## config.mk

```make
export PLATFORM = sky130hd
export DESIGN_NAME = dmicfe_top
export DESIGN_NICKNAME = d
export VERILOG_FILES = /design/src/dmicfe_pkg.sv /design/src/dmicfe_top.sv /design/src/dmicfe_fifo.sv
export SDC_FILE = /design/constraint.sdc
export NUM_CORES = 1
export LEC_CHECK = 0
export BUFFER_PORTS_ARGS = -buffer_cell sky130_fd_sc_hd__buf_2
export CORE_MARGIN = 2
export CORE_UTILIZATION = 39
export CTS_BUF_LIST = sky130_fd_sc_hd__clkbuf_2
export DETAILED_ROUTE_END_ITERATION = 10
export PLACE_DENSITY_LB_ADDON = 0.3
export SYNTH_ARGS = -nofsm -noshare
export SYNTH_HDL_FRONTEND = slang
export SYNTH_SLANG_ARGS = --single-unit
```

## constraint.sdc

```tcl
create_clock -name hclk -period 4 [get_ports hclk]
set_input_delay 0.8 -clock hclk [delete_from_list [all_inputs] [get_ports hclk]]
set_output_delay 0.8 -clock hclk [all_outputs]
set_load 0.02 [all_outputs]
```

## src/dmicfe_pkg.sv

```systemverilog
// constants shared by the digital microphone capture front end
// assumes an ahb-lite register bus and a single hclk domain
package dmicfe_pkg;

  ////////////////////////////////////////////////////////////////////////////
  // register byte offsets
  localparam logic [3:0] DMICFE_OFF_CTRL   = 4'h0;  // control
  localparam logic [3:0] DMICFE_OFF_CLKDIV = 4'h4;  // half period of mic clock
  localparam logic [3:0] DMICFE_OFF_STATUS = 4'h8;  // status, w1c overflow
  localparam logic [3:0] DMICFE_OFF_SAMPLE = 4'hC;  // last decimated word

  ////////////////////////////////////////////////////////////////////////////
  // control register fields
  localparam int DMICFE_CTRL_EN      = 0;  // digital mic mode enable
  localparam int DMICFE_CTRL_OSR_LO  = 1;  // ratio select, two bits
  localparam int DMICFE_CTRL_LEFT    = 3;  // left channel (rising edge)
  localparam int DMICFE_CTRL_RIGHT   = 4;  // right channel (falling edge)
  localparam int DMICFE_CTRL_ANALOG  = 5;  // analog adc request
  localparam int DMICFE_CTRL_W       = 6;  // implemented control bits
  localparam logic [5:0] DMICFE_CTRL_RST = 6'h00;

  // status register fields
  localparam int DMICFE_ST_RUN   = 0;  // mic clock running
  localparam int DMICFE_ST_OVF   = 1;  // sticky overflow, write one clears
  localparam int DMICFE_ST_LVL   = 8;  // fifo level, low bit

  ////////////////////////////////////////////////////////////////////////////
  // oversampling ratio encodings
  localparam logic [1:0] DMICFE_OSR_128 = 2'h0;
  localparam logic [1:0] DMICFE_OSR_64  = 2'h1;
  localparam logic [1:0] DMICFE_OSR_32  = 2'h2;
  localparam logic [7:0] DMICFE_RATIO_128 = 8'h80;
  localparam logic [7:0] DMICFE_RATIO_64  = 8'h40;
  localparam logic [7:0] DMICFE_RATIO_32  = 8'h20;
  // left shift that brings each pcm value to common scale
  localparam logic [3:0] DMICFE_SHIFT_128 = 4'h7;
  localparam logic [3:0] DMICFE_SHIFT_64  = 4'h8;
  localparam logic [3:0] DMICFE_SHIFT_32  = 4'h9;

  ////////////////////////////////////////////////////////////////////////////
  // timing
  localparam int HCLK_PERIOD_NS   = 100;  // 10 MHz bus clock
  localparam int MIC_CLK_PERIOD_NS = 800; // default mic clock period
  // half period in hclk cycles, rounded down so the clock is never slow
  localparam int MIC_HALF_CYC = MIC_CLK_PERIOD_NS / (2 * HCLK_PERIOD_NS);
  localparam logic [7:0] DMICFE_CLKDIV_RST = 8'(MIC_HALF_CYC);
  // data pin passes two flops, so a half period needs at least three
  localparam logic [7:0] DMICFE_CLKDIV_MIN = 8'h03;

  // ahb-lite encodings
  localparam logic [1:0] DMICFE_HTRANS_NONSEQ = 2'h2;
  localparam logic [1:0] DMICFE_HTRANS_SEQ    = 2'h3;

endpackage

```

## src/dmicfe_top.sv

```systemverilog
// digital microphone capture front end with ahb-lite registers
// assumes mic data pin is asynchronous and the sample sink
// on the serial audio side takes words with valid and ready
module dmicfe_top
  import dmicfe_pkg::*;
#(
  parameter int FIFO_DEPTH = 8
) (
  input  wire logic        hclk,
  input  wire logic        hresetn,
  // ahb-lite slave
  input  wire logic        hsel,
  input  wire logic [31:0] haddr,
  input  wire logic [1:0]  htrans,
  input  wire logic        hwrite,
  input  wire logic [2:0]  hsize,
  input  wire logic [31:0] hwdata,
  input  wire logic        hready,
  output      logic [31:0] hrdata,
  output      logic        hreadyout,
  output      logic        hresp,
  // microphone pins
  output      logic        mic_clock_out_pin,
  output      logic        mic_clock_out_oe,
  input  wire logic        mic_data_in_pin,
  // analog adc permission toward the analog front end
  output      logic        adc_analog_en,
  // decimated words toward the audio serial bus
  output      logic [31:0] sample_data,
  output      logic        sample_valid,
  input  wire logic        sample_ready
);

  initial begin
    if (FIFO_DEPTH < 2 || FIFO_DEPTH > 64)
      $error("dmicfe_top: fifo depth out of range 2..64");
  end

  localparam int LW = $clog2(FIFO_DEPTH + 1) + 1;  // fifo level width

  ////////////////////////////////////////////////////////////////////////////
  // register state
  logic [DMICFE_CTRL_W-1:0] ctrl_q;     // control register
  logic [7:0]  clkdiv_q;                // mic clock half period
  logic        ovf_q;                   // sticky overflow
  logic [31:0] last_word_q;             // last decimated word
  logic [31:0] hrdata_q;                // registered read data
  logic        wr_pend_q;               // write data phase pending
  logic [3:0]  wr_addr_q;               // latched write offset
  logic        adc_analog_en_q;         // analog conversion allowed

  // mic clock and capture state
  logic [7:0]  div_cnt_q;               // half period counter
  logic        mclk_q;                  // generated mic clock
  logic        mclk_oe_q;               // pin driven while enabled
  logic        din_s1_q;                // synchroniser first stage
  logic        din_s2_q;                // synchroniser second stage
  logic [7:0]  bit_cnt_q;               // clocks in current frame
  logic [7:0]  ones_l_q;                // left ones in frame
  logic [7:0]  ones_r_q;                // right ones in frame
  logic [31:0] push_data_q;             // word waiting for the fifo
  logic        push_valid_q;            // word waiting flag

  ////////////////////////////////////////////////////////////////////////////
  // control field decode
  wire       mode_en  = ctrl_q[DMICFE_CTRL_EN];
  wire [1:0] osr_sel  = ctrl_q[DMICFE_CTRL_OSR_LO +: 2];
  wire       left_en  = ctrl_q[DMICFE_CTRL_LEFT];
  wire       right_en = ctrl_q[DMICFE_CTRL_RIGHT];

  // ratio and scale from the select, unused code falls back to 128
  wire [7:0] ratio = (osr_sel == DMICFE_OSR_64) ? DMICFE_RATIO_64 :
                     (osr_sel == DMICFE_OSR_32) ? DMICFE_RATIO_32 :
                     DMICFE_RATIO_128;
  wire [3:0] shift = (osr_sel == DMICFE_OSR_64) ? DMICFE_SHIFT_64 :
                     (osr_sel == DMICFE_OSR_32) ? DMICFE_SHIFT_32 :
                     DMICFE_SHIFT_128;

  ////////////////////////////////////////////////////////////////////////////
  // ahb-lite decode
  wire       bus_act  = hsel && hready && htrans[1];  // nonseq or seq
  wire       rd_req   = bus_act && !hwrite;
  wire       wr_req   = bus_act && hwrite;
  wire [3:0] req_off  = {haddr[3:2], 2'b00};
  wire       in_range = (haddr[31:4] == 28'h000_0000);
  wire       wr_ctrl  = wr_pend_q && (wr_addr_q == DMICFE_OFF_CTRL);
  wire       wr_div   = wr_pend_q && (wr_addr_q == DMICFE_OFF_CLKDIV);
  wire       wr_stat  = wr_pend_q && (wr_addr_q == DMICFE_OFF_STATUS);
  wire [7:0] div_new  = (hwdata[7:0] < DMICFE_CLKDIV_MIN) ?
                        DMICFE_CLKDIV_MIN : hwdata[7:0];

  // fifo status for readback
  wire [LW-1:0] fifo_level;
  wire          fifo_in_ready;

  wire [31:0] status_word = {16'h0000,
                             8'(fifo_level),
                             6'h00, ovf_q, mclk_oe_q};
  wire [31:0] rd_mux =
    !in_range                        ? 32'h0000_0000 :
    (req_off == DMICFE_OFF_CTRL)     ? 32'(ctrl_q) :
    (req_off == DMICFE_OFF_CLKDIV)   ? 32'(clkdiv_q) :
    (req_off == DMICFE_OFF_STATUS)   ? status_word :
    (req_off == DMICFE_OFF_SAMPLE)   ? last_word_q :
    32'h0000_0000;

  assign hrdata    = hrdata_q;
  assign hreadyout = 1'b1;   // constant okay, zero wait states
  assign hresp     = 1'b0;   // okay only

  ////////////////////////////////////////////////////////////////////////////
  // address phase capture and read data register
  always_ff @(posedge hclk or negedge hresetn) begin
    if (!hresetn) begin
      wr_pend_q <= 1'b0;
      wr_addr_q <= 4'h0;
      hrdata_q  <= 32'h0000_0000;
    end else begin
      wr_pend_q <= wr_req && in_range;
      wr_addr_q <= req_off;
      if (rd_req)
        hrdata_q <= rd_mux;
    end
  end

  // writable registers, data phase
  always_ff @(posedge hclk or negedge hresetn) begin
    if (!hresetn) begin
      ctrl_q   <= DMICFE_CTRL_RST;
      clkdiv_q <= DMICFE_CLKDIV_RST;
    end else begin
      if (wr_ctrl)
        ctrl_q <= hwdata[DMICFE_CTRL_W-1:0];
      if (wr_div)
        clkdiv_q <= div_new;
    end
  end

  ////////////////////////////////////////////////////////////////////////////
  // analog conversion is locked out while mic mode runs
  always_ff @(posedge hclk or negedge hresetn) begin
    if (!hresetn)
      adc_analog_en_q <= 1'b0;
    else
      adc_analog_en_q <= ctrl_q[DMICFE_CTRL_ANALOG] && !mode_en;
  end
  assign adc_analog_en = adc_analog_en_q;

  ////////////////////////////////////////////////////////////////////////////
  // mic clock generator, divided from hclk
  wire div_wrap = (div_cnt_q >= clkdiv_q - 8'h01);
  wire rise_evt = mode_en && div_wrap && !mclk_q;  // clock goes high
  wire fall_evt = mode_en && div_wrap && mclk_q;   // clock goes low

  always_ff @(posedge hclk or negedge hresetn) begin
    if (!hresetn) begin
      div_cnt_q <= 8'h00;
      mclk_q    <= 1'b0;
      mclk_oe_q <= 1'b0;
    end else if (!mode_en) begin
      // stopped clock rests low
      div_cnt_q <= 8'h00;
      mclk_q    <= 1'b0;
      mclk_oe_q <= 1'b0;
    end else begin
      mclk_oe_q <= 1'b1;
      if (div_wrap) begin
        div_cnt_q <= 8'h00;
        mclk_q    <= !mclk_q;
      end else begin
        div_cnt_q <= div_cnt_q + 8'h01;
      end
    end
  end
  assign mic_clock_out_pin = mclk_q;
  assign mic_clock_out_oe  = mclk_oe_q;

  ////////////////////////////////////////////////////////////////////////////
  // data pin synchroniser
  always_ff @(posedge hclk or negedge hresetn) begin
    if (!hresetn) begin
      din_s1_q <= 1'b0;
      din_s2_q <= 1'b0;
    end else begin
      din_s1_q <= mic_data_in_pin;
      din_s2_q <= din_s1_q;
    end
  end

  ////////////////////////////////////////////////////////////////////////////
  // capture and boxcar decimation
  wire last_bit = rise_evt && (bit_cnt_q >= ratio - 8'h01);
  wire cap_l    = rise_evt && left_en && din_s2_q;
  wire cap_r    = fall_evt && right_en && din_s2_q;

  // ones to signed pcm: 2*ones - ratio, then scaled
  wire [15:0] pcm_l_raw = {7'h00, ones_l_q, 1'b0} +
                          16'(cap_l) + 16'(cap_l) - 16'(ratio);
  wire [15:0] pcm_r_raw = {7'h00, ones_r_q, 1'b0} - 16'(ratio);
  wire [15:0] pcm_l = left_en  ? 16'(pcm_l_raw << shift) : 16'h0000;
  wire [15:0] pcm_r = right_en ? 16'(pcm_r_raw << shift) : 16'h0000;

  // frame counters; edge choice is per channel enable
  always_ff @(posedge hclk or negedge hresetn) begin
    if (!hresetn) begin
      bit_cnt_q <= 8'h00;
      ones_l_q  <= 8'h00;
      ones_r_q  <= 8'h00;
    end else if (!mode_en) begin
      bit_cnt_q <= 8'h00;
      ones_l_q  <= 8'h00;
      ones_r_q  <= 8'h00;
    end else if (last_bit) begin
      // right half of last clock falls into next frame
      bit_cnt_q <= 8'h00;
      ones_l_q  <= 8'h00;
      ones_r_q  <= 8'h00;
    end else begin
      if (rise_evt)
        bit_cnt_q <= bit_cnt_q + 8'h01;
      if (cap_l)
        ones_l_q <= ones_l_q + 8'h01;
      if (cap_r)
        ones_r_q <= ones_r_q + 8'h01;
    end
  end

  ////////////////////////////////////////////////////////////////////////////
  // word hand-off into the fifo; a word not taken before the next
  // frame ends is overwritten and flagged
  wire new_word = last_bit && (left_en || right_en);
  wire push_ok  = push_valid_q && fifo_in_ready;
  wire ovf_set  = new_word && push_valid_q && !fifo_in_ready;
  wire ovf_clr  = wr_stat && hwdata[DMICFE_ST_OVF];

  always_ff @(posedge hclk or negedge hresetn) begin
    if (!hresetn) begin
      push_data_q  <= 32'h0000_0000;
      push_valid_q <= 1'b0;
      last_word_q  <= 32'h0000_0000;
    end else begin
      if (new_word) begin
        push_data_q  <= {pcm_l, pcm_r};
        push_valid_q <= 1'b1;
        last_word_q  <= {pcm_l, pcm_r};
      end else if (push_ok) begin
        push_valid_q <= 1'b0;
      end
    end
  end

  // sticky overflow, set wins over a same-cycle clear
  always_ff @(posedge hclk or negedge hresetn) begin
    if (!hresetn)
      ovf_q <= 1'b0;
    else if (ovf_set)
      ovf_q <= 1'b1;
    else if (ovf_clr)
      ovf_q <= 1'b0;
  end

  ////////////////////////////////////////////////////////////////////////////
  // sample fifo toward the serial audio bus
  dmicfe_fifo #(
    .WIDTH (32),
    .DEPTH (FIFO_DEPTH)
  ) u_fifo (
    .hclk      (hclk),
    .hresetn   (hresetn),
    .in_data   (push_data_q),
    .in_valid  (push_valid_q),
    .in_ready  (fifo_in_ready),
    .out_data  (sample_data),
    .out_valid (sample_valid),
    .out_ready (sample_ready),
    .level     (fifo_level)
  );

endmodule

```

## src/dmicfe_fifo.sv

```systemverilog
// small fifo holding decimated sample words
// assumes one clock; read data comes out of a register
module dmicfe_fifo
  import dmicfe_pkg::*;
#(
  parameter int WIDTH = 32,
  parameter int DEPTH = 8
) (
  input  wire logic                       hclk,
  input  wire logic                       hresetn,
  input  wire logic [WIDTH-1:0]           in_data,
  input  wire logic                       in_valid,
  output      logic                       in_ready,
  output      logic [WIDTH-1:0]           out_data,
  output      logic                       out_valid,
  input  wire logic                       out_ready,
  output      logic [$clog2(DEPTH+1):0]   level
);

  initial begin
    if (DEPTH < 2 || (DEPTH & (DEPTH - 1)) != 0 || WIDTH < 1)
      $error("dmicfe_fifo: depth must be a power of two, at least 2");
  end

  localparam int AW = $clog2(DEPTH);
  localparam int CW = $clog2(DEPTH + 1);

  logic [WIDTH-1:0] mem_q [DEPTH];   // storage array
  logic [AW-1:0]    wr_ptr_q;        // write index
  logic [AW-1:0]    rd_ptr_q;        // read index
  logic [CW-1:0]    cnt_q;           // words in array
  logic [WIDTH-1:0] out_data_q;      // registered head word
  logic             out_valid_q;     // head word present

  ////////////////////////////////////////////////////////////////////////////
  // handshake decode
  wire do_push = in_valid && in_ready;                  // word accepted
  wire do_load = (cnt_q != '0) && (!out_valid_q || out_ready); // refill head
  wire do_drop = out_valid_q && out_ready && !do_load;  // head leaves empty

  // full counts the head word too, so DEPTH words are held in all
  assign in_ready  = (level != (CW+1)'(DEPTH));
  assign out_data  = out_data_q;
  assign out_valid = out_valid_q;
  assign level     = (CW+1)'(cnt_q) + (CW+1)'(out_valid_q);

  ////////////////////////////////////////////////////////////////////////////
  // array write, no reset needed on data
  always_ff @(posedge hclk) begin
    if (do_push)
      mem_q[wr_ptr_q] <= in_data;
  end

  // pointers and count
  always_ff @(posedge hclk or negedge hresetn) begin
    if (!hresetn) begin
      wr_ptr_q <= '0;
      rd_ptr_q <= '0;
      cnt_q    <= '0;
    end else begin
      if (do_push)
        wr_ptr_q <= wr_ptr_q + AW'(1);
      if (do_load)
        rd_ptr_q <= rd_ptr_q + AW'(1);
      cnt_q <= cnt_q + CW'(do_push) - CW'(do_load);
    end
  end

  // output register stage
  always_ff @(posedge hclk or negedge hresetn) begin
    if (!hresetn) begin
      out_data_q  <= '0;
      out_valid_q <= 1'b0;
    end else if (do_load) begin
      out_data_q  <= mem_q[rd_ptr_q];
      out_valid_q <= 1'b1;
    end else if (do_drop) begin
      out_valid_q <= 1'b0;
    end
  end

endmodule

```

# After elaboration in Yosys (flattened, before gate mapping)
# Memories as Yosys holds them, arrays and structs flattened. A register that Yosys moved wholly into a read port is not among the register bits.
# Index checks and enable logic that the tools add are counted.
dict set report totals {
  regBits 131
  mem_count 1
  in_bits 76
  ram_bits 256
  out_inout_bits 70
}
# memory depth word_bits read_ports rd_clocked_by_memory_dff wr line
set memory_table {}
lappend memory_table {u_fifo.mem_q 8 32 1 1 1 dmicfe_fifo.sv:28} ;# logic [WIDTH-1:0] mem_q [DEPTH];
dict set report classes {
  order_cmp 3
  n_reduce_logical 41
  shift 2
  n_addsub 15
  eq_ne 12
  muxes 34
}
# cell n
set ops {}
lappend ops {{2-to-1 mux 32 bit} 5}
lappend ops {{2-to-1 mux 8 bit} 14}
lappend ops {{adder 8 x 1 -> 8 bit, second input constant} 4}
lappend ops {{2-to-1 mux 16 bit} 2}
lappend ops {{<< shifter 16 x 4 -> 16 bit} 2}
lappend ops {{logical NOT 28 bit} 1}
lappend ops {{logical AND 1 bit} 25}
lappend ops {{>= comparator 8 bit} 2}
lappend ops {{subtractor 8 x 1 -> 8 bit, second input constant} 2}
lappend ops {{subtractor 11 x 8 -> 12 bit} 1}
lappend ops {{adder 10 x 1 -> 11 bit} 1}
lappend ops {{2-to-1 mux 1 bit} 11}
lappend ops {{adder 9 x 1 -> 10 bit} 1}
lappend ops {{subtractor 9 x 8 -> 10 bit} 1}
lappend ops {{!= test 3 x 1 -> 1 bit, second input constant} 3}
lappend ops {{== test 2 bit, second input constant} 4}
lappend ops {{logical NOT 4 bit} 2}
lappend ops {{< comparator 8 x 2 -> 1 bit, second input constant} 1}
lappend ops {{2-to-1 mux 4 bit} 2}
lappend ops {{logical NOT 1 bit} 7}
lappend ops {{adder 3 x 1 -> 3 bit, second input constant} 2}
lappend ops {{== test 2 x 1 -> 1 bit, second input constant} 3}
lappend ops {{nonzero test 2 bit} 3}
lappend ops {{adder 4 x 1 -> 5 bit} 1}
lappend ops {{other kinds (6)} 7}

# Longest topological paths before layout
dict set report depth {
  word_depth 11
  ltp_mapped 20
  mapped_depth_nobuf 19
}

# Hierarchy
# From an unflattened synthesis, not the netlist that was laid out.
dict set report unflattened {
  hier_cells 1282
  area_unflattened_um2 17912.2
}
# module seq_area_each_um2 area_per_inst_um2 instances cells_per_inst
set by_module_without_submodules {}
lappend by_module_without_submodules {dmicfe_fifo 8763.4 11735.0 1 689}
lappend by_module_without_submodules {dmicfe_top 2929.1 6177.2 1 593}

# Worst setup path before layout
# OpenSTA, ideal clock, no wires.
dict set report synth_timing {
  path_type {flip-flop to flip-flop}
  startpoint {register u_fifo.out_valid_q (netlist: u_fifo.out_valid)}
  endpoint {memory u_fifo.mem_q[1][10], enable pin}
  arrival_ns 3.728
  slack_ns -0.183
  required_time_ns 3.545
  path_stages_with_launch 8
  path_buffers 0
  synth_period_minus_slack_ns 4.183
  path_cell_list {dfrtp_1 -> ha_1 -> ha_1 -> nand3b_1 -> o21ai_0 -> a31oi_1 -> nand2_1 -> nor3_1}
}
dict set report synth_via {
  elab_chain_cells 5
}
# item line
set synth_lines {}
lappend synth_lines {{from (decl)} dmicfe_fifo.sv:33} ;# logic out_valid_q;
lappend synth_lines {{from (signal assigned)} dmicfe_fifo.sv:73} ;# out_valid_q <= 1'b0;
lappend synth_lines {{from (signal assigned)} dmicfe_fifo.sv:76} ;# out_valid_q <= 1'b1;
lappend synth_lines {{from (signal assigned)} dmicfe_fifo.sv:78} ;# out_valid_q <= 1'b0;
lappend synth_lines {{adder 4 x 1 -> 5 bit} dmicfe_fifo.sv:45} ;# assign level = (CW+1)'(cnt_q) + (CW+1)'(out_valid_q);
lappend synth_lines {{!= test 5 x 4 -> 1 bit} dmicfe_fifo.sv:42} ;# assign in_ready = (level != (CW+1)'(DEPTH));
lappend synth_lines {{logical AND 1 bit} -}
lappend synth_lines {{via push_ok} dmicfe_top.sv:232} ;# wire push_ok = push_valid_q && fifo_in_ready;
lappend synth_lines {{2-to-1 mux 1 bit} dmicfe_fifo.sv:50} ;# if (do_push)
lappend synth_lines {{2-to-1 mux 1 bit (implied by the code)} dmicfe_fifo.sv:51} ;# mem_q[wr_ptr_q] <= in_data;
lappend synth_lines {{to (decl)} dmicfe_fifo.sv:28}
# The timed path passes the listed nets, and every way through them passes these cells.

# Worst setup path in the final report
dict set report layout_timing {
  startpoint {register clkdiv_q[3]}
  endpoint {register push_data_q[31]}
}
dict set report layout_via {
  elab_chain_cells 11
}
# item line
set layout_lines {}
lappend layout_lines {{from (decl)} dmicfe_top.sv:44} ;# logic [7:0] clkdiv_q;
lappend layout_lines {{from (signal assigned)} dmicfe_top.sv:135} ;# clkdiv_q <= div_new;
lappend layout_lines {{subtractor 8 x 1 -> 8 bit (*)} dmicfe_top.sv:151} ;# wire div_wrap = (div_cnt_q >= clkdiv_q - 8'h01);
lappend layout_lines {{>= comparator 8 bit (*)} dmicfe_top.sv:151}
lappend layout_lines {{logical AND 1 bit (*) (2 in series)} dmicfe_top.sv:152} ;# wire rise_evt = mode_en && div_wrap && !mclk_q;
lappend layout_lines {{logical AND 1 bit (2 in series)} dmicfe_top.sv:193} ;# wire cap_l = rise_evt && left_en && din_s2_q;
lappend layout_lines {{adder 9 x 1 -> 10 bit} dmicfe_top.sv:197} ;# wire [15:0] pcm_l_raw = {7'h00, ones_l_q, 1'b0} +
lappend layout_lines {{adder 10 x 1 -> 11 bit} dmicfe_top.sv:198} ;# 16'(cap_l) + 16'(cap_l) - 16'(ratio);
lappend layout_lines {{subtractor 11 x 8 -> 12 bit} dmicfe_top.sv:198}
lappend layout_lines {{<< shifter 16 x 4 -> 16 bit} dmicfe_top.sv:200} ;# wire [15:0] pcm_l = left_en ? 16'(pcm_l_raw << shift) : 16'h0000;
lappend layout_lines {{2-to-1 mux 16 bit} dmicfe_top.sv:200}
lappend layout_lines {{to (signal assigned)} dmicfe_top.sv:243} ;# push_data_q <= {pcm_l, pcm_r};
lappend layout_lines {{to (decl)} dmicfe_top.sv:61} ;# logic [31:0] push_data_q;
# Mark *: on every way between the ends. The rest lies on a longest branch, timed or not.
# A chain may end at the register's enable or synchronous reset.

==> results.md <==
- DP HPWL: 22400 µm
- Cell Rows: 76
- Max frequency: 260 MHz
- Cts bufs inserted: 100
- Vias: 10500
- Fraction of layout cells with a size suffix above 1: 0.316
- Synthesis-to-finish area growth: 15.8%
- Dominant cells by area after synthesis: edfxtp_1 (42%), dfrtp_1 (23%), mux4_2 (8.0%)
- Clk slew on worst S/H paths: about 0.13 ns
- IO buf count: 110
- Power per cell area: 474 nW/µm²
- Residual DRC: 0
- Max Slew Vio Count: 0
- Syn avg cell area: 14.9 µm²
- R2R Setup Slk: 0.16 ns
- Crit start category: flip-flop
- Worst path required time: between 4 and 5 ns
- Final std cells w/o fill: 2035
- Overall routing resource usage: 0.168
- Maximum clock path buffer count: 3
- Root Driver: clkbuf_2
- Slew @ Worst Pin: 0.976 ns
- Largest net degree at the start of global routing: 100
- NumNets Final: ~1500
- DRT Pass-1 Iters: 6
- Synth top area share: 0.421
- Gr ovfl total: 0
- Reg2reg end: push_data_q[31]
- Post-synth cell types: 67
- Vias in the first global route: between 10000 and 15000
- Die Y: between 200 and 250 µm
- Placed Instance Area: 18600 µm²
- CP endpoint kind: flip-flop
- Detail Route Antenna Nets: 0
- Most common cell after layout, fill and taps aside: edfxtp_1
- Most frequent cells in the layout: edfxtp_1 (240), clkbuf_2 (161), dfrtp_1 (154)
- Die W: about 210 µm
- FF-to-FF Start: clkdiv_q[3]
- Worst hold-check path type: primary input to flip-flop
- Post-synth EDFFs: 240
- CTS Sinks: roughly 400
- Lkg Pwr: 0.00730 µW
- Crit path cell chain: nor2_2 > nand3_2 > nor4_4 > xnor2_1 > ha_1 > a21oi_1 > o21a_1 > nor2_2 > a21oi_4 > ha_4 > inv_1 > ha_1 > nor2b_4 > o31a_1 > o41ai_2 > o211ai_1 > and4_1 > o41ai_2
- Worst-skew pair later-pin latency: 1.05 ns
- WP data arrival: between 4 and 5 ns
- Post-route design area: 19800 µm²
- Worst vdd ir: 276 µV
- R2R depth: 18
- Global-route wire length before repair: 58300 µm
- Drt first-iter violations: 642
- Async SR Flop Fraction: 0.397
- Setup-failing EPs final: 0
- Avg Vias per Cell: around 5.1
- Post-synthesis register bit count: 398
- Initial antenna violation count: 1
- Top FF cell, synth: edfxtp_1
- CTS tree: done
- Clock skew: 0.0743 ns
- Max incr delay on CP: 0.40 ns
- Worst setup path start: clkdiv_q[3]
- Synth area leader: edfxtp_1
- Initial Util: 0.397
- Tcrit/Tclk final: 0.960
- Core area: 43200 µm²
- Slew HR: 0.349
- Max-Cap Viols: 0
- Critical Path Slowest Stage Cell: dfrtp_1
- Synthesized area: approximately 17000 µm²
- YS warnings: 0
- Kind of critical path: flip-flop to flip-flop
- Ports: about 150
- Mapped Cells: 1150
- Outcome: completed
- Sequential fraction of the synthesis area: 0.652
- H-tree depth: 3
- WL final: 37400 µm
- Final Core Density: 0.460
- Hold Fails Final Rpt: 0
- Worst-path maximum fanout: 5
- Crit path to: push_data_q[31]
- GPL Wtd Cong: 0.804
- Avg WL per Cell: 18.4 µm
- Die ar.: 45600 µm²
- Min Clock Period, post-route: 3.84 ns
- Placed cells: 1832
## final cells by class
type | count | area (µm²)
inverters | 35 | 131
flip-flops and latches | 398 | 11200
well taps | 585 | 732
clock inverters | 22 | 185
repair buffers | 172 | 1070
clock buffers | 161 | 806
diodes | 4 | 10.0
fillers | 3951 | 23300
multi-input cells | 658 | 5740
## sequential cells by signal (all words and copies together), names as in the netlist, 3 cells and up
signal           cells
u_fifo.cnt_q         4
bit_cnt_q            8
ones_l_q             8
push_data_q         30
u_fifo.rd_ptr_q      3
clkdiv_q             8
u_fifo.wr_ptr_q      3
ctrl_q               6
u_fifo.out_data     30
ones_r_q             8
u_fifo.mem_q       240
hrdata              31
div_cnt_q            8
## report_power, final
group	total [µW]	switching [µW]	internal [µW]
Clock	2890	1630	1260
Sequential	5030	498	4530
Combinational	1490	745	741
## how the worst min path moves through the flow
stage / start / to / slack [ns] / depth (start not counted)
2_1_floorplan: din_s1_q / din_s2_q / 0.33 / 0
3_3_place_gp: din_s1_q / din_s2_q / 0.33 / 0
3_5_place_dp: din_s1_q / din_s2_q / 0.33 / 0
4_1_cts: hwdata[2] / ctrl_q[2] / 0.01 / 3
5_1_grt: haddr[3] / wr_addr_q[3] / 0.006 / 1
6_report: hwdata[3] / ctrl_q[3] / 0.12 / 2
## cells by family after synthesis
group           count (synthesis)  synth area share
mux                           127             0.122
flops                         398             0.652
buf+inv                        98            0.0240
xor+xnor                       27            0.0138
other cells                     2          0.000438
fa+ha+maj                      49            0.0371
compound gates                207            0.0791
simple gates                  242            0.0723
## cells in the mapped netlist (all sizes together) (5+ instances only)
cell,n
or4,10
nand3b,6
o31ai,17
and2,13
nor2,75
and3,14
mux2,22
nand2,44
nor2b,6
o211ai,6
dfrtp,157
a22o,26
nor4,8
nand4,6
or3,10
nor3,14
mux2i,44
o311ai,5
edfxtp,240
xnor2,15
nand2b,9
xor2,12
ha,46
o21ai,48
inv,35
nand3,16
mux4,61
a21oi,70
clkbuf,46
buf,17
## worst max-delay path, delay by kind of cell (launching register included)
family	cells	cell delay [ns]
AO/OA/AOI/OAI	7	1.59
XOR/XNOR	1	0.11
adder cells (fa/ha/maj)	3	0.77
buffers and inverters	1	0.04
flip-flops	1	0.40
AND/OR/NAND/NOR	6	0.86
## metrics by stage
step	TNS (ns)	power, µW	worst slack (ns)	hold WS (ns)
after floorplan	0	6120	0.00746	0.331
after global placement	-0.147	6610	-0.0724	0.334
after detailed placement	-0.452	6640	-0.140	0.335
after CTS	0	9580	0.0702	0.00991
after global routing	-0.102	10000	-0.0519	0.00598
final	0	9410	0.158	0.115
## metal layers
metal,wire length (µm),vias up,GRT usage
li1,-,4904,-
met1,16800,5257,0.223
met2,18300,232,0.274
met3,1590,61,0.0353
met4,690,0,0.0580
met5,0,-,0
## what timing repair did
item                                    4_1_cts  5_1_grt
resized for setup                             1       22
pin swaps                                     0       14
buffers inserted                              0        6
hold endpoints to repair                    103        2
hold buffers                                  8        2
endpoints found under the setup margin        5        6
gates cloned                                  0        0
Power figures use the tool's default switching activity.
